===== config.mk =====
export PLATFORM = sky130hd
export DESIGN_NAME = scg_clock_control
export DESIGN_NICKNAME = d
export VERILOG_FILES = /design/src/hw/scg_pkg.sv /design/src/hw/scg_clock_control.sv
export VERILOG_INCLUDE_DIRS = /design/src /design/src/hw
export SDC_FILE = /design/constraint.sdc
export NUM_CORES = 1
export LEC_CHECK = 0
export ABC_AREA = 0
export BUFFER_PORTS_ARGS = -buffer_cell sky130_fd_sc_hd__buf_2
export CAP_MARGIN = 30
export CORE_UTILIZATION = 40
export CTS_BUF_LIST = sky130_fd_sc_hd__clkbuf_4 sky130_fd_sc_hd__clkbuf_8 sky130_fd_sc_hd__clkbuf_16
export DETAILED_ROUTE_END_ITERATION = 10
export HOLD_SLACK_MARGIN = 0.15
export PLACE_DENSITY = 0.64
export SYNTH_ARGS = -nofsm -noshare
export SYNTH_HDL_FRONTEND = slang
export SYNTH_SLANG_ARGS = --single-unit

===== constraint.sdc =====
create_clock -name sys_clk -period 5.9 [get_ports sys_clk]
set_clock_uncertainty 0.05 [all_clocks]
set_input_delay 0.885 -clock sys_clk [delete_from_list [all_inputs] [get_ports sys_clk]]
set_output_delay 0.885 -clock sys_clk [all_outputs]
set_load 0.02 [all_outputs]

===== src/hw/scg_map.svh =====
// Purpose: Register offsets, field masks, reset values and limits of the
//          system clock divide, clock output, monitor and gating block.
// Assumes: Byte addresses on a 32-bit APB, one aligned word per register.
// Notes:   Definitions only; included by the package and the design.
`ifndef SCG_MAP_SVH
`define SCG_MAP_SVH

// Register byte addresses.
`define SCG_ADDR_DIV1 32'h40001808
`define SCG_ADDR_DIV2 32'h4000180c
`define SCG_ADDR_CLKOUT 32'h40001810
`define SCG_ADDR_MON 32'h40001814
`define SCG_ADDR_EN1 32'h40001820
`define SCG_ADDR_EN2 32'h40001824
`define SCG_ADDR_SEL 32'h40001840

// Writable bits of each register; all other bits read as zero.
`define SCG_DIV1_MASK 32'h00000077
`define SCG_DIV2_MASK 32'h00000033
`define SCG_CLKOUT_MASK 32'h000000ff
`define SCG_MON_CTRL_MASK 32'h000000e3
`define SCG_MON_W1C_MASK 32'h0000000c
`define SCG_EN1_MASK 32'hc3c7713f
`define SCG_EN2_MASK 32'hd9ffbdc7
`define SCG_SEL_MASK 32'h03003fc1

// Field positions.
`define SCG_MON_RES_BIT 3
`define SCG_MON_IRQ_BIT 2
`define SCG_EN2_DATA_FLASH_BIT 30
`define SCG_EN2_CODE_FLASH_BIT 19
`define SCG_EN2_WATCHDOG_BIT 17
`define SCG_EN2_CALENDAR_BIT 11

// Reset value and last valid divider codes.
`define SCG_EN2_RST 32'h00010000
`define SCG_SLOW_LAST_CODE 3'h4
`define SCG_CORE_LAST_CODE 3'h4

// Monitor window: sixteen watchdog RC edges, a minimum edge count in it.
`define SCG_MON_WIN_LAST 4'hf
`define SCG_MON_MIN_EDGES 7'h08

`endif


===== src/hw/scg_pkg.sv =====
// Purpose: Types of the system clock divide, monitor and gating block.
// Assumes: Constants come from scg_map.svh.
// Notes:   The block state is one packed struct, except the calendar gate bit.
`include "scg_map.svh"

package scg_pkg;

  // Oscillator pins, all asynchronous to the system clock.
  typedef struct packed {
    logic extSub;
    logic extMain;
    logic watchdogRc;
    logic fastRc;
  } scg_osc_t;

  typedef enum logic [1:0] {MSRC_FAST, MSRC_EXT_MAIN, MSRC_SUB,
                            MSRC_WDT} scg_main_src_t;
  typedef enum logic [1:0] {MON_MAIN, MON_FAST, MON_EXT_MAIN,
                            MON_SUB} scg_mon_src_t;
  typedef enum logic [1:0] {ACT_FLAGS, ACT_RESET, ACT_FORCE,
                            ACT_UNUSED} scg_mon_act_t;
  typedef enum logic [2:0] {OSRC_MAIN, OSRC_WDT, OSRC_FAST, OSRC_CORE,
                            OSRC_PERIPH} scg_out_src_t;
  typedef enum logic [2:0] {REG_NONE, REG_DIV1, REG_DIV2, REG_CLKOUT,
                            REG_MON, REG_EN1, REG_EN2, REG_SEL} scg_reg_t;

  typedef struct packed {
    logic [2:0] slowDiv;
    logic [2:0] coreDiv;
    logic [1:0] tickDiv;
    logic [1:0] perDiv;
    logic outEn;
    logic outIdle;
    logic [2:0] outDiv;
    logic [2:0] outSrc;
    logic monitor_enable;
    logic [1:0] monAct;
    logic monRes;
    logic monIrq;
    logic [1:0] monSrc;
    logic [31:0] en1;
    logic [31:0] en2;
    logic [31:0] clkSel;
    logic [3:0] sync1;
    logic [3:0] sync2;
    logic [3:0] sync3;
    logic [3:0] coreCnt;
    logic [2:0] perCnt;
    logic [2:0] tickCnt;
    logic [9:0] slowCnt;
    logic [6:0] outCnt;
    logic coreTick;
    logic perTick;
    logic sysTick;
    logic slowTick;
    logic clkOutPin;
    logic [3:0] winCnt;
    logic [6:0] edgeCnt;
    logic inFlag;
    logic forceWdt;
    logic resetReq;
    logic armed;
    logic [31:0] rdata;
    logic slvErr;
  } scg_state_t;

endpackage


===== src/hw/scg_clock_control.sv =====
// Purpose: Clock dividers, clock output pin, clock monitor and peripheral
//          clock gating, programmed over APB.
// Assumes: The main clock is sys_clk; derived clocks leave as one-cycle
//          enable strobes. Oscillator pins are asynchronous.
// Notes:
// Notes on behaviour
// - Slow path tick is main divided 64..1024 for codes 0..4; others stop.
// - Core tick divides main by 16,8,4,2,1; codes above 4 divide by one.
// - Tick timer strobe is core tick divided by 1, 2, 4 or 8.
// - Peripheral tick is core tick divided by 1, 2, 4 or 8.
// - Pin carries divided clock when enabled, otherwise the idle level.
// - Clock output divides its source by two to the divider code.
// - Output source: main, watchdog RC, fast RC, core, peripheral, else none.
// - Disabling the monitor clears its counters, in-flag and both flags.
// - Failure action: flags only, reset, or force watchdog RC when main.
// - Result flag shows monitored clock ready; writing one clears it.
// - Interrupt flag sets on failure only when main is monitored; W1C.
// - Monitored source: main, fast RC, external main, external sub.
// - A peripheral gets its clock only while its enable bit is one.
// - Gated-off peripherals need not honour register accesses.
// - Flash gate bits ignore writes while their flash operation runs.
// - Watchdog RC stays on when the nonvolatile option enables it.
// - Calendar gate bit is cleared only by the deepest reset.
// - Main source codes: fast RC, external main, external sub, watchdog RC.
`timescale 1ns/1ps
`default_nettype none
`include "scg_map.svh"

module scg_clock_control
  import scg_pkg::*;
#(
  parameter logic [6:0] MON_MIN_EDGES = `SCG_MON_MIN_EDGES
)
(
  // Clock, resets and clock enable.
  input wire logic sys_clk,
  input wire logic rst,
  input wire logic rstDeep,
  input wire logic ce,
  // APB slave.
  input wire logic psel,
  input wire logic penable,
  input wire logic pwrite,
  input wire logic [31:0] paddr,
  input wire logic [31:0] pwdata,
  input wire logic [3:0] pstrb,
  output logic pready,
  output logic [31:0] prdata,
  output logic pslverr,
  // Oscillator pins and system status.
  input wire scg_osc_t oscPins,
  input wire logic [1:0] mainSourceSelect,
  input wire logic codeFlashBusy,
  input wire logic dataFlashBusy,
  input wire logic wdtCfgOn,
  // Derived clock strobes.
  output logic coreTick,
  output logic periphTick,
  output logic sysTickTick,
  output logic slowTick,
  // Peripheral gating.
  output logic [31:0] periphGate1,
  output logic [31:0] periphGate2,
  output logic [31:0] periphTick1,
  output logic [31:0] periphTick2,
  output logic [31:0] periphClkSelect,
  output logic watchdogRcKeepOn,
  // Clock output pin, monitor results.
  output logic clkOutPin,
  output logic [1:0] effMainSource,
  output logic monResetReq
);

  localparam scg_state_t RST_STATE = '{en2: `SCG_EN2_RST, default: '0};

  scg_state_t s_r;
  scg_state_t s_nxt;
  logic calendarGate_r;
  scg_reg_t regSel;
  logic apbWr;
  logic apbCap;
  logic [31:0] div1Word;
  logic [31:0] div2Word;
  logic [31:0] outWord;
  logic [31:0] monWord;
  logic [31:0] en2Word;
  logic [31:0] wrVal;
  logic [31:0] en2Mask;
  logic [3:0] oscEdge;
  logic [3:0] coreLim;
  logic [9:0] slowLim;
  logic [6:0] outMask;
  logic outEvt;
  logic monEdge;
  logic monOk;
  logic [1:0] mainSel;

  // Byte-lane merge of a write into a register under its writable mask.
  function automatic logic [31:0] mergeWrite(input logic [31:0] oldVal,
                                             input logic [31:0] newVal,
                                             input logic [3:0] strb,
                                             input logic [31:0] wmask);
    logic [31:0] laneMask;
    for (int i = 0; i < 4; i++)
    begin
      laneMask[8*i +: 8] = {8{strb[i]}};
    end
    return (oldVal & ~(laneMask & wmask)) | (newVal & laneMask & wmask);
  endfunction

  // Last count of a 1/2/4/8 divider running on core ticks.
  function automatic logic [2:0] tickLimit(input logic [1:0] code);
    return 3'((4'h1 << code) - 4'h1);
  endfunction

  // Register decode, shared by the read and the write path.
  always_comb
  begin
    unique case (paddr)
      `SCG_ADDR_DIV1: regSel = REG_DIV1;
      `SCG_ADDR_DIV2: regSel = REG_DIV2;
      `SCG_ADDR_CLKOUT: regSel = REG_CLKOUT;
      `SCG_ADDR_MON: regSel = REG_MON;
      `SCG_ADDR_EN1: regSel = REG_EN1;
      `SCG_ADDR_EN2: regSel = REG_EN2;
      `SCG_ADDR_SEL: regSel = REG_SEL;
      default: regSel = REG_NONE;
    endcase
  end

  // Read data is captured at setup, so the access phase never waits.
  assign apbCap = ce && psel && (!penable || !s_r.armed);
  assign apbWr = ce && psel && penable && s_r.armed && pwrite;
  assign pready = ce && psel && penable && s_r.armed;
  assign prdata = s_r.rdata;
  assign pslverr = s_r.slvErr;

  // Register words as software sees them; reserved bits read zero.
  assign div1Word = {25'h0, s_r.slowDiv, 1'b0, s_r.coreDiv};
  assign div2Word = {26'h0, s_r.tickDiv, 2'b00, s_r.perDiv};
  assign outWord = {24'h0, s_r.outEn, s_r.outIdle, s_r.outDiv, s_r.outSrc};
  assign monWord = {24'h0, s_r.monitor_enable, s_r.monAct, 1'b0, s_r.monRes,
                    s_r.monIrq, s_r.monSrc};
  assign en2Word = {s_r.en2[31:12], calendarGate_r, s_r.en2[10:0]};

  // Flash gate bits are locked while their flash is busy.
  always_comb
  begin
    en2Mask = `SCG_EN2_MASK;
    en2Mask[`SCG_EN2_CALENDAR_BIT] = 1'b0;
    if (codeFlashBusy)
    begin
      en2Mask[`SCG_EN2_CODE_FLASH_BIT] = 1'b0;
    end
    if (dataFlashBusy)
    begin
      en2Mask[`SCG_EN2_DATA_FLASH_BIT] = 1'b0;
    end
  end

  // Effective main source; a forced switch overrides software's choice.
  assign mainSel = s_r.forceWdt ? MSRC_WDT : mainSourceSelect;
  assign effMainSource = mainSel;
  assign oscEdge = s_r.sync2 & ~s_r.sync3;

  // Core divider: codes 0..4 give 16,8,4,2,1, the rest divide by one.
  always_comb
  begin
    if (s_r.coreDiv < `SCG_CORE_LAST_CODE)
    begin
      coreLim = 4'((5'h10 >> s_r.coreDiv) - 5'h01);
    end
    else
    begin
      coreLim = 4'h0;
    end
    slowLim = 10'((11'h040 << s_r.slowDiv) - 11'h001);
    outMask = 7'((8'h01 << s_r.outDiv) - 8'h01);
  end

  // Source events for the output divider; reserved codes give none.
  always_comb
  begin
    unique case (s_r.outSrc)
      OSRC_MAIN: outEvt = 1'b1;
      OSRC_WDT: outEvt = oscEdge[1];
      OSRC_FAST: outEvt = oscEdge[0];
      OSRC_CORE: outEvt = s_r.coreTick;
      OSRC_PERIPH: outEvt = s_r.perTick;
      default: outEvt = 1'b0;
    endcase
  end

  // Edge of the monitored clock; main follows the effective source.
  always_comb
  begin
    unique case (s_r.monSrc)
      MON_MAIN:
      begin
        unique case (mainSel)
          MSRC_FAST: monEdge = oscEdge[0];
          MSRC_EXT_MAIN: monEdge = oscEdge[2];
          MSRC_SUB: monEdge = oscEdge[3];
          MSRC_WDT: monEdge = oscEdge[1];
        endcase
      end
      MON_FAST: monEdge = oscEdge[0];
      MON_EXT_MAIN: monEdge = oscEdge[2];
      MON_SUB: monEdge = oscEdge[3];
    endcase
    monOk = s_r.inFlag && (s_r.edgeCnt >= MON_MIN_EDGES);
  end

  // Next state: synchronisers, dividers, output, registers, monitor.
  always_comb
  begin
    s_nxt = s_r;
    wrVal = 32'h0;
    s_nxt.resetReq = 1'b0;
    s_nxt.sync1 = oscPins;
    s_nxt.sync2 = s_r.sync1;
    s_nxt.sync3 = s_r.sync2;
    // Core tick from the main clock.
    s_nxt.coreTick = (s_r.coreCnt >= coreLim);
    s_nxt.coreCnt = s_nxt.coreTick ? 4'h0 : s_r.coreCnt + 4'h1;
    // Peripheral and tick timer strobes count core ticks.
    s_nxt.perTick = 1'b0;
    s_nxt.sysTick = 1'b0;
    if (s_r.coreTick)
    begin
      s_nxt.perTick = (s_r.perCnt >= tickLimit(s_r.perDiv));
      s_nxt.perCnt = s_nxt.perTick ? 3'h0 : s_r.perCnt + 3'h1;
      s_nxt.sysTick = (s_r.tickCnt >= tickLimit(s_r.tickDiv));
      s_nxt.tickCnt = s_nxt.sysTick ? 3'h0 : s_r.tickCnt + 3'h1;
    end
    // Slow path; a reserved code parks the divider.
    if (s_r.slowDiv > `SCG_SLOW_LAST_CODE)
    begin
      s_nxt.slowCnt = 10'h0;
      s_nxt.slowTick = 1'b0;
    end
    else
    begin
      s_nxt.slowTick = (s_r.slowCnt >= slowLim);
      s_nxt.slowCnt = s_nxt.slowTick ? 10'h0 : s_r.slowCnt + 10'h1;
    end
    // Clock output: period of two to the code source events.
    if (!s_r.outEn)
    begin
      s_nxt.outCnt = 7'h0;
      s_nxt.clkOutPin = s_r.outIdle;
    end
    else if (s_r.outDiv == 3'h0)
    begin
      s_nxt.clkOutPin = outEvt;
    end
    else
    begin
      if (outEvt)
      begin
        s_nxt.outCnt = (s_r.outCnt + 7'h1) & outMask;
      end
      s_nxt.clkOutPin = ~s_nxt.outCnt[s_r.outDiv - 3'h1];
    end
    // Register writes.
    if (apbWr)
    begin
      unique case (regSel)
        REG_DIV1:
        begin
          wrVal = mergeWrite(div1Word, pwdata, pstrb, `SCG_DIV1_MASK);
          s_nxt.slowDiv = wrVal[6:4];
          s_nxt.coreDiv = wrVal[2:0];
        end
        REG_DIV2:
        begin
          wrVal = mergeWrite(div2Word, pwdata, pstrb, `SCG_DIV2_MASK);
          s_nxt.tickDiv = wrVal[5:4];
          s_nxt.perDiv = wrVal[1:0];
        end
        REG_CLKOUT:
        begin
          wrVal = mergeWrite(outWord, pwdata, pstrb, `SCG_CLKOUT_MASK);
          {s_nxt.outEn, s_nxt.outIdle} = wrVal[7:6];
          s_nxt.outDiv = wrVal[5:3];
          s_nxt.outSrc = wrVal[2:0];
        end
        REG_MON:
        begin
          wrVal = mergeWrite(monWord, pwdata, pstrb, `SCG_MON_CTRL_MASK);
          s_nxt.monitor_enable = wrVal[7];
          s_nxt.monAct = wrVal[6:5];
          s_nxt.monSrc = wrVal[1:0];
          // Only a written one clears; the set below still wins.
          if (pstrb[0] && pwdata[`SCG_MON_RES_BIT])
          begin
            s_nxt.monRes = 1'b0;
          end
          if (pstrb[0] && pwdata[`SCG_MON_IRQ_BIT])
          begin
            s_nxt.monIrq = 1'b0;
          end
        end
        REG_EN1: s_nxt.en1 = mergeWrite(s_r.en1, pwdata, pstrb,
                                        `SCG_EN1_MASK);
        REG_EN2: s_nxt.en2 = mergeWrite(s_r.en2, pwdata, pstrb, en2Mask);
        REG_SEL: s_nxt.clkSel = mergeWrite(s_r.clkSel, pwdata, pstrb,
                                           `SCG_SEL_MASK);
        default: s_nxt.en1 = s_r.en1;
      endcase
    end
    // Monitor: a window of sixteen watchdog RC edges judges the clock.
    if (!s_nxt.monitor_enable)
    begin
      s_nxt.winCnt = 4'h0;
      s_nxt.edgeCnt = 7'h0;
      s_nxt.inFlag = 1'b0;
      s_nxt.monRes = 1'b0;
      s_nxt.monIrq = 1'b0;
    end
    else
    begin
      if (monEdge)
      begin
        s_nxt.inFlag = 1'b1;
        if (s_r.edgeCnt != 7'h7f)
        begin
          s_nxt.edgeCnt = s_r.edgeCnt + 7'h1;
        end
      end
      if (oscEdge[1])
      begin
        s_nxt.winCnt = s_r.winCnt + 4'h1;
        if (s_r.winCnt == `SCG_MON_WIN_LAST)
        begin
          s_nxt.edgeCnt = 7'h0;
          s_nxt.inFlag = 1'b0;
          if (monOk)
          begin
            s_nxt.monRes = 1'b1;
          end
          else
          begin
            s_nxt.monRes = 1'b0;
            if (s_r.monSrc == MON_MAIN)
            begin
              s_nxt.monIrq = 1'b1;
            end
            unique case (s_r.monAct)
              ACT_RESET: s_nxt.resetReq = 1'b1;
              ACT_FORCE: s_nxt.forceWdt = s_r.forceWdt ||
                                          (s_r.monSrc == MON_MAIN);
              default: s_nxt.resetReq = 1'b0;
            endcase
          end
        end
      end
    end
    // Read data and error for the coming access phase.
    s_nxt.armed = apbCap || !(psel && penable && s_r.armed);
    if (apbCap)
    begin
      s_nxt.slvErr = (regSel == REG_NONE);
      unique case (regSel)
        REG_DIV1: s_nxt.rdata = div1Word;
        REG_DIV2: s_nxt.rdata = div2Word;
        REG_CLKOUT: s_nxt.rdata = outWord;
        REG_MON: s_nxt.rdata = monWord;
        REG_EN1: s_nxt.rdata = s_r.en1;
        REG_EN2: s_nxt.rdata = en2Word;
        REG_SEL: s_nxt.rdata = s_r.clkSel;
        default: s_nxt.rdata = 32'h0;
      endcase
    end
    else if (!psel)
    begin
      s_nxt.armed = 1'b0;
    end
  end

  // All block state but the calendar gate; clock enable low freezes it.
  always_ff @(posedge sys_clk or posedge rst)
  begin
    if (rst)
    begin
      s_r <= RST_STATE;
    end
    else if (ce)
    begin
      s_r <= s_nxt;
    end
  end

  // The calendar gate survives every reset except the deepest one.
  always_ff @(posedge sys_clk or posedge rstDeep)
  begin
    if (rstDeep)
    begin
      calendarGate_r <= 1'b0;
    end
    else if (ce && apbWr && regSel == REG_EN2 && pstrb[1])
    begin
      calendarGate_r <= pwdata[`SCG_EN2_CALENDAR_BIT];
    end
  end

  // Outputs; gated peripheral strobes stop as soon as a bit is cleared.
  assign coreTick = s_r.coreTick;
  assign periphTick = s_r.perTick;
  assign sysTickTick = s_r.sysTick;
  assign slowTick = s_r.slowTick;
  assign periphGate1 = s_r.en1;
  assign periphGate2 = en2Word;
  assign periphClkSelect = s_r.clkSel;
  assign clkOutPin = s_r.clkOutPin;
  assign monResetReq = s_r.resetReq;
  assign watchdogRcKeepOn = en2Word[`SCG_EN2_WATCHDOG_BIT] ||
                            wdtCfgOn;
  for (genvar g = 0; g < 32; g++)
  begin : gen_gate
    assign periphTick1[g] = s_r.perTick && s_r.en1[g];
    assign periphTick2[g] = s_r.perTick && en2Word[g];
  end

  logic divWrite;
  assign divWrite = apbWr && (regSel == REG_DIV1 || regSel == REG_DIV2);
endmodule
`default_nettype wire


==> After elaboration in Yosys (flattened, before gate mapping) <==
Index checks and enable logic that the tools add are counted.
{ "totals": {"ff_bits": 214, "out_inout_bits": 203, "wordCells": 273, "inputBits": 84} }
{ "op_classes": {"n_addsub": 13, "n_bitwise": 29, "reduce_logical": 101, "shifts": 5, "n_mux": 49, "eq_ne": 30, "magnitude_cmp": 8} }
{ "op_table": {"columns": ["cell", "n"], "rows": [
  ["$eq A32 B31 Y1 const B", 7],
  ["$pmux W32 S7", 1],
  ["$and A32 B32 Y32", 6],
  ["$mux W103", 1],
  ["$mux W32", 3],
  ["$logic_and A1 B1 Y1", 77],
  ["$not A32 Y32", 2],
  ["$or A32 B32 Y32", 2],
  ["$mux W7", 7],
  ["$not A26 Y32", 1],
  ["$or A32 B26 Y32", 1],
  ["$mux W10", 3],
  ["$pmux W3 S7", 1],
  ["$reduce_and A3 Y1", 7],
  ["$and A8 B8 Y8", 2],
  ["$mux W1", 16],
  ["$not A8 Y8", 2],
  ["$or A8 B8 Y8", 2],
  ["$eq A3 B3 Y1 const B", 5],
  ["$add A7 B1 Y7 const B", 2],
  ["$and A7 B7 Y7", 2],
  ["$mux W14", 1],
  ["$eq A3 B2 Y1 const B", 4],
  ["$mux W12", 1],
  ["other kinds (46)", 79]
]} }

==> Longest topological paths before layout <==
Gate-level depths: netlist (run 1).
{ "logic_depth": {"word_depth": 12, "depth_mapped": 12, "depth_no_buf": 12} }

==> Least setup slack after synthesis (run 1) <==
Ideal clock, no wire load.
{ "synth_path": {"kind": "input to register", "startpoint": "input port paddr[15]", "endpoint": "register s_r (netlist bit periphGate2[19])", "t_arrival_ps": 2918, "setup_ps": 125, "t_required_ps": 5725, "setup_slack_ps": 2807, "path_stages": 9, "path_cell_list": "nor4_1 > nand4b_1 > or4_1 > buf_6 > nor2_2 > buf_4 > nand3_2 > nor2_1 > mux2_2"} }
{ "synth_between": {"elab_chain_cells": 4, "word_cells_on_any_way": 10, "cone_classes": "eq/ne (8); mux (1); reduce/logical (1)"} }
{ "synth_lines": {"columns": ["element", "line", "source"], "rows": [
  ["start, declared", "scg_clock_control.sv:44", "input wire logic [31:0] paddr,"],
  ["$eq A32 B31 Y1", "scg_clock_control.sv:119", "unique case (paddr)"],
  ["$pmux W3 S7 *", "scg_clock_control.sv:119", null],
  ["$eq A3 B3 Y1 *", "scg_clock_control.sv:268", "unique case (regSel)"],
  ["$reduce_and A3 Y1 (no line) *", null, null],
  ["end signal, assigned", "scg_clock_control.sv:390", "s_r <= s_nxt;"],
  ["end, declared", "scg_clock_control.sv:76", "scg_state_t s_r;"]
]} }
Mark *: on every way between the ends. The rest lies on a longest branch, timed or not.
A chain may end at the register's enable or synchronous reset.

==> summary.txt, run 1 <==
Detailed routing
  • Vias per cell: 5.21
  • Drt drc: 0
  • ANT nets after route: 0
  • Via count: 7626
  • DRT iter0 DRCs: 491
  • DRT Pass-1 Iters: 5
  • Routed WL per cell: 17.3 um
  • Routed WL: 25400 um

Placement
  • GP Congestion: 0.886
  • Placed insts: 1432
  • Post-DP HPWL: 18500 um
  • Port Buffers: 219

Clocking
  • CTS max path bufs: 2
  • TritonCTS Sinks: 169
  • Post-CTS Resized: 0
  • Worst-path clk slew: 70 ps
  • Worst skew pair latency: 440 ps
  • Hold buffers post-CTS: 0
  • Num CTS Buffers: 17
  • Root Driver: clkbuf_16
  • Htree depth: 4
  • CTS tree: done
  • Setup Fix Bufs, Post-CTS: 0

Final layout
  • Post-Layout Cell Count: 1465
  • Core Util, Final: 0.456
  • Sequential Area: 0.00423 sq mm
  • Final nets: 1239
  • Multi-input logic area: 0.00455 sq mm
  • Most common cell after layout, fill and taps aside: buf_2
  • Fillers: 2329
  • Synthesis-to-finish area growth: 11.6%
  • Commonest non-fill, non-tap cells in the layout: buf_2 (219), dfrtp_1 (168), nand2_1 (85)
  • Layout cells sized above 1: 0.318

Status
  • Status: complete, no violations

Global routing
  • GR Util All Layers: 0.198
  • Vias in the first global route: 7019
  • Antenna violations before repair: 1
  • Largest net degree at the start of global routing: 72
  • First-pass GRT wire length: 39600 um
  • Total grt overflow: 0

Critical path
  • Critical Path AT: 3940 ps
  • Crit path buffers/inverters: 2
  • Reg2reg setup slack: 2220 ps
  • Largest delay share family, worst path: compound AO/OA/AOI/OAI gates
  • Capture point of the critical path: clkOutPin$_DFFE_PP0P_
  • Crit Path Class: reg -> reg
  • R2R cell count: 11
  • Crit Reg-Reg Endpoint: clkOutPin$_DFFE_PP0P_
  • CP required: 6160 ps
  • Crit Path Max Fanout: 7
  • CP Cell Sequence: inv_1 > ha_1 > nor2b_1 > inv_1 > ha_1 > xnor2_1 > a2111oi_0 > a211oi_1 > a221o_1 > o211ai_1 > a21oi_1
  • CP max stage cell: nor2b_1
  • Stages on the worst setup path: 11
  • CP endpoint kind: flop
  • Slowest stage delay, CP: 550 ps
  • CP startpoint kind: flop

Timing
  • Slew Limit Fails: 0
  • Highest clock rate: 271 MHz
  • Actual slew at the worst max-slew pin: 995 ps
  • RSZ-0062 raised after global routing: false
  • Setup TNS: 0 ps
  • Final worst-path cycle share: 0.624
  • Hold WS: 215 ps
  • Tmin final: 3680 ps
  • Setup violators final: 0
  • Slew Limit Headroom: 0.333
  • Hold Vio Cnt, Final: 0

Synth
  • Mapped cell area: 0.00996 sq mm
  • Netlist cell types: 70
  • Post-Syn Instances: 996
  • Syn_area_per_cell: 10.0 sq um
  • Sequential fraction of the synthesis area: 0.425
  • Synthesis-stage register bit count: 169
  • Synth Warn #: 0
  • Post-synth ARST share: 1.00
  • Post-synth EDFFs: 0
  • Top_reg_cell synth: dfrtp_1

Floorplanning
  • Die area: 0.0255 sq mm
  • I/O pin total: 287
  • Core Region: 0.0244 sq mm
  • Site row count: 57
  • Initial Util: 0.408
  • Die Ht: 160 um
  • Die span in x: 160 um

Power
  • Total Power: 2.66 mW
  • Pwr dens: 239 mW/mm^2
  • Worst vdd ir: 267 uV
  • Leakage: 5.78 nW

Job
  • Max Cap Violations: 0

Min path
  • HP Class: in -> async
## cells by family (layout without fill, tap and decap cells)
logic type	Yosys count	after routing	share of synthesized area
AND/OR/NAND/NOR	297	297	0.163
buffers and inverters	219	299	0.143
AO/OA/AOI/OAI	192	192	0.134
flip-flops	169	169	0.425
multiplexers	83	83	0.0933
adder cells (fa/ha/maj)	28	28	0.0352
XOR/XNOR	7	7	0.00616
other	1	66	0.000377
## Yosys cell counts (all sizes together) (8+ instances only)
master / number / area (sq um)
a211oi: 8 / 60.1
a21o: 13 / 97.6
a21oi: 31 / 155
a22o: 19 / 166
a22oi: 13 / 97.6
a31oi: 10 / 62.6
and2: 46 / 288
and3: 14 / 87.6
buf: 161 / 1200
clkbuf: 21 / 80.1
dfrtp: 168 / 4200
ha: 28 / 350
inv: 36 / 135
mux2: 79 / 890
nand2: 86 / 325
nand2b: 12 / 75.1
nand3: 50 / 288
nor2: 27 / 104
nor2b: 11 / 68.8
nor3: 13 / 104
nor4: 8 / 62.6
o21ai: 34 / 170
o22ai: 10 / 62.6
o31ai: 10 / 75.1
## metrics by stage
stage | cell area (sq um) | setup slack (ps)
after detailed placement | 10500 | 1910
after global routing | 11100 | 2050
after CTS | 11100 | 2290
after global placement | 10500 | 1950
after floorplan | 10200 | 420
final | 11100 | 2220
## worst min-delay path by stage
stage | from | cells after the start | slack, ps | end
CTS | rstDeep | 2 | 200 | calendarGate_r$_DFFE_PP0P_
finish | rstDeep | 2 | 220 | calendarGate_r$_DFFE_PP0P_
global placement | prdata[14]$_DFFE_PP0P_ | 2 | 400 | prdata[14]$_DFFE_PP0P_
global route | rstDeep | 2 | 210 | calendarGate_r$_DFFE_PP0P_
floorplan | prdata[14]$_DFFE_PP0P_ | 2 | 390 | prdata[14]$_DFFE_PP0P_
detailed placement | prdata[14]$_DFFE_PP0P_ | 2 | 400 | prdata[14]$_DFFE_PP0P_
## per-layer routing
layer,GRT usage,routed length (um)
met1,0.259,11200
met2,0.343,12700
met3,0.0317,1140
met4,0.0481,299
met5,0,0
## cell type report
class                   count  share of cell area
inverters                  37              0.0129
multi-input cells         672               0.409
clock inverters            15              0.0163
well taps                 324              0.0365
clock buffers              17              0.0383
repair buffers            230               0.106
diodes                      1            0.000225
flip-flops and latches    169               0.380
## power by group
group          switching, mW  internal [mW]
registers             0.0388           1.20
logic                  0.177         0.0907
clock network          0.545          0.609
total                  0.761           1.90
## worst register-to-register path: stages, from the launching register on
cell and delay [ps]:
dfrtp_1 490, inv_1 230, ha_1 340, nor2b_1 550
inv_1 250, ha_1 310, xnor2_1 180, a2111oi_0 430
a211oi_1 150, a221o_1 350, o211ai_1 160, a21oi_1 90
Note: power is estimated with default switching activity, not from simulation.
==> inputs of run 2 (changes only) <==
==> constraint.sdc (replaced) <==
create_clock -name sys_clk -period 3.8 [get_ports sys_clk]
set_clock_uncertainty 0.05 [all_clocks]
set_input_delay 0.57 -clock sys_clk [delete_from_list [all_inputs] [get_ports sys_clk]]
set_output_delay 0.57 -clock sys_clk [all_outputs]
set_load 0.02 [all_outputs]
==> run 2 against run 1 <==
Global-route usage is 0.17 points lower. Power is 54% higher. Non-clock buffer count is 10 higher. Worst hold slack better by 94 ps. Critical path depth is 1 higher. Count of clock-buffer cells in the layout stayed put. Combinational power is 56% higher. Critical path type unchanged. Critical endpoint unchanged. Largest cell class unchanged. Highest routed layer unchanged.
==> summary.txt, run 2 (synthesis gave the netlist of run 1 again) <==
Status
  • Status: complete, no violations

Final layout
  • Synthesis-to-finish area growth: 12.5%
  • Final nets: 1249 (+0.81%)
  • Fillers: 2329 (unchanged)
  • Final Instance Area: 0.0112 sq mm (+0.73%)
  • Layout cells sized above 1: 0.323 (+0.00506)
  • Commonest non-fill, non-tap cells in the layout: buf_2 (219), dfrtp_1 (168), nand2_1 (85)
  • Most common cell after layout, fill and taps aside: buf_2

Detailed routing
  • DR top layer: met4
  • ANT nets after route: 0 (unchanged)
  • Vias per cell: 5.11 (-1.8%)
  • Routed WL per cell: 17.0 um (-1.9%)
  • DRT iter0 DRCs: 512 (+4.3%)
  • Routed WL: 25100 um (-1.2%)
  • DRT Pass-1 Iters: 6 (+1)
  • Met3 wire length: 1280 um (+12%)
  • Drt drc: 0 (unchanged)
  • Met2 wire length: 12400 um (-2.9%)
  • Via count: 7539 (-1.1%)
  • M1 WL: 11000 um (-1.7%)

Critical path
  • Slowest stage delay, CP: 510 ps (-40 ps)
  • CP max stage cell: dfrtp_1
  • Crit Path Max Fanout: 7 (unchanged)
  • Crit Reg-Reg Endpoint: clkOutPin$_DFFE_PP0P_
  • Critical Path AT: 3370 ps (-570 ps)
  • Capture point of the critical path: clkOutPin$_DFFE_PP0P_
  • R2R cell count: 12 (+1)
  • Crit path buffers/inverters: 2 (unchanged)
  • Stages on the worst setup path: 12 (+1)
  • CP Cell Sequence: inv_1 > ha_1 > nor2b_1 > inv_1 > ha_1 > nor3b_1 > mux2i_1 > o221ai_1 > a311oi_1 > a211oi_1 > o22ai_1 > a21oi_1
  • CP required: 4060 ps (-2100 ps)
  • Reg2reg setup slack: 690 ps (-1520 ps)
  • Largest delay share family, worst path: compound AO/OA/AOI/OAI gates
  • CP startpoint kind: flop
  • Crit Path Class: reg -> reg
  • CP endpoint kind: flop

Clocking
  • CTS tree: done
  • Root Driver: clkbuf_16
  • CTS max path bufs: 2 (unchanged)
  • Setup Fix Bufs, Post-CTS: 0 (unchanged)
  • Htree depth: 4 (unchanged)
  • Worst-path clk slew: 80 ps (about the same)
  • Num CTS Buffers: 17 (unchanged)
  • Post-CTS Resized: 0 (unchanged)
  • Worst skew pair latency: 440 ps (about the same)
  • TritonCTS Sinks: 169 (unchanged)

Power
  • Pwr dens: 365 mW/mm^2 (+53%)
  • Leakage: 5.83 nW (+0.88%)
  • Total Power: 4.09 mW (+54%)
  • Worst vdd ir: 275 uV (+3.0%)

Timing
  • Hold WS: 309 ps (+93.7 ps)
  • RSZ-0062 raised after global routing: false
  • Highest clock rate: 322 MHz (+19%)
  • Setup TNS: 0 ps (unchanged)
  • Hold Vio Cnt, Final: 0 (unchanged)
  • Actual slew at the worst max-slew pin: 961 ps (-33.5 ps)
  • Slew Limit Headroom: 0.359 (+0.0263)
  • Final worst-path cycle share: 0.818 (+0.193)
  • Setup violators final: 0 (unchanged)
  • Slew Limit Fails: 0 (unchanged)
  • Tmin final: 3110 ps (-576 ps)

Placement
  • Port Buffers: 219 (unchanged)
  • DP Area: 0.0106 sq mm (+0.75%)
  • Post-DP HPWL: 18300 um (-0.91%)
  • GP Congestion: 0.826 (-6.7%)

Floorplanning
  • Core Region: 0.0244 sq mm (unchanged)
  • Site row count: 57 (unchanged)
  • Initial Util: 0.408 (unchanged)
  • Die Ht: 160 um (unchanged)
  • Die span in x: 160 um (unchanged)
  • I/O pin total: 287 (unchanged)
  • Die area: 0.0255 sq mm (unchanged)

Min path
  • HP Class: in -> reg
  • Hold Crit Depth: 2

Global routing
  • Total grt overflow: 0 (unchanged)
  • First-pass GRT wire length: 39000 um (-1.4%)
  • Vias in the first global route: 6981 (-0.54%)
  • Largest net degree at the start of global routing: 169 (+130%)
  • GR Util All Layers: 0.197 (-0.00174)
  • Antenna violations before repair: 1 (unchanged)

Job
  • Max Cap Violations: 0 (unchanged)
[run 2: changes by cell type in the layout (fill, tap and decap cells not counted)]
cell / before / now
buf_12: 0 / 1
buf_4: 11 / 19
bufinv_16: 1 / 0
clkinv_4: 2 / 3
dlygate4sd3_1: 0 / 1
inv_6: 6 / 1
inv_8: 3 / 8
[run 2: worst min path at each step]
| stage | from | endpoint | slack, ps |
|---|---|---|---|
| after global placement | rstDeep | calendarGate_r$_DFFE_PP0P_ | 360 |
| after floorplan | rstDeep | calendarGate_r$_DFFE_PP0P_ | 250 |
| after global routing | pwdata[20] | flop | 300 |
| final | pwdata[19] | periphGate2[19]$_DFFE_PP0P_ | 310 |
| after detailed placement | rstDeep | calendarGate_r$_DFFE_PP0P_ | 360 |
| after CTS | pwdata[19] | periphGate2[19]$_DFFE_PP0P_ | 300 |
[run 2: stage by stage]
| step | cells | setup WS, ps | util |
|---|---|---|---|
| 5_1_grt | 1475 | 332 | 0.459 |
| 2_1_floorplan | 1060 | 956 | - |
| 4_1_cts | 1474 | 704 | 0.459 |
| 6_report | 1475 | 693 | 0.459 |
| 3_5_place_dp | 1441 | 274 | 0.434 |
| 3_3_place_gp | 1441 | 340 | 0.434 |
[run 2: area by class of cell]
type / count / area [sq um] / area share
clock inverters: 15 / 174 / 0.0155
multi-input cells: 672 / 4550 / 0.406
repair buffers: 240 / 1270 / 0.113
flip-flops and latches: 169 / 4230 / 0.378
inverters: 37 / 143 / 0.0127
well taps: 324 / 405 / 0.0362
clock buffers: 17 / 425 / 0.0380
diodes: 1 / 2.50 / 0.000223
[run 2: worst register-to-register path: stages (launching register included)]
cell	delay, ps
dfrtp_1	510
inv_1	190
ha_1	320
nor2b_1	170
inv_1	90
ha_1	230
nor3b_1	280
mux2i_1	310
o221ai_1	170
a311oi_1	380
a211oi_1	100
o22ai_1	140
a21oi_1	60
[run 2: power breakdown]
part	leakage (nW)	switching (mW)	total, mW	internal (mW)
combinational	3.23	0.273	0.418	0.145
sequential	2.30	0.0620	1.93	1.86
clock	0.295	0.854	1.75	0.894
[run 2: routing by layer]
metal  vias to the layer above  GRT usage
met5                         -          0
met4                         0     0.0519
met3                        22     0.0405
met2                       252      0.333
met1                      3650      0.255
li1                       3615          -
[run 2: timing repair]
| item | in CTS | in global routing |
|---|---|---|
| endpoints found under the setup margin | 0 | 0 |
| endpoints found under the hold margin | 1 | 0 |
| hold buffers | 1 | 0 |
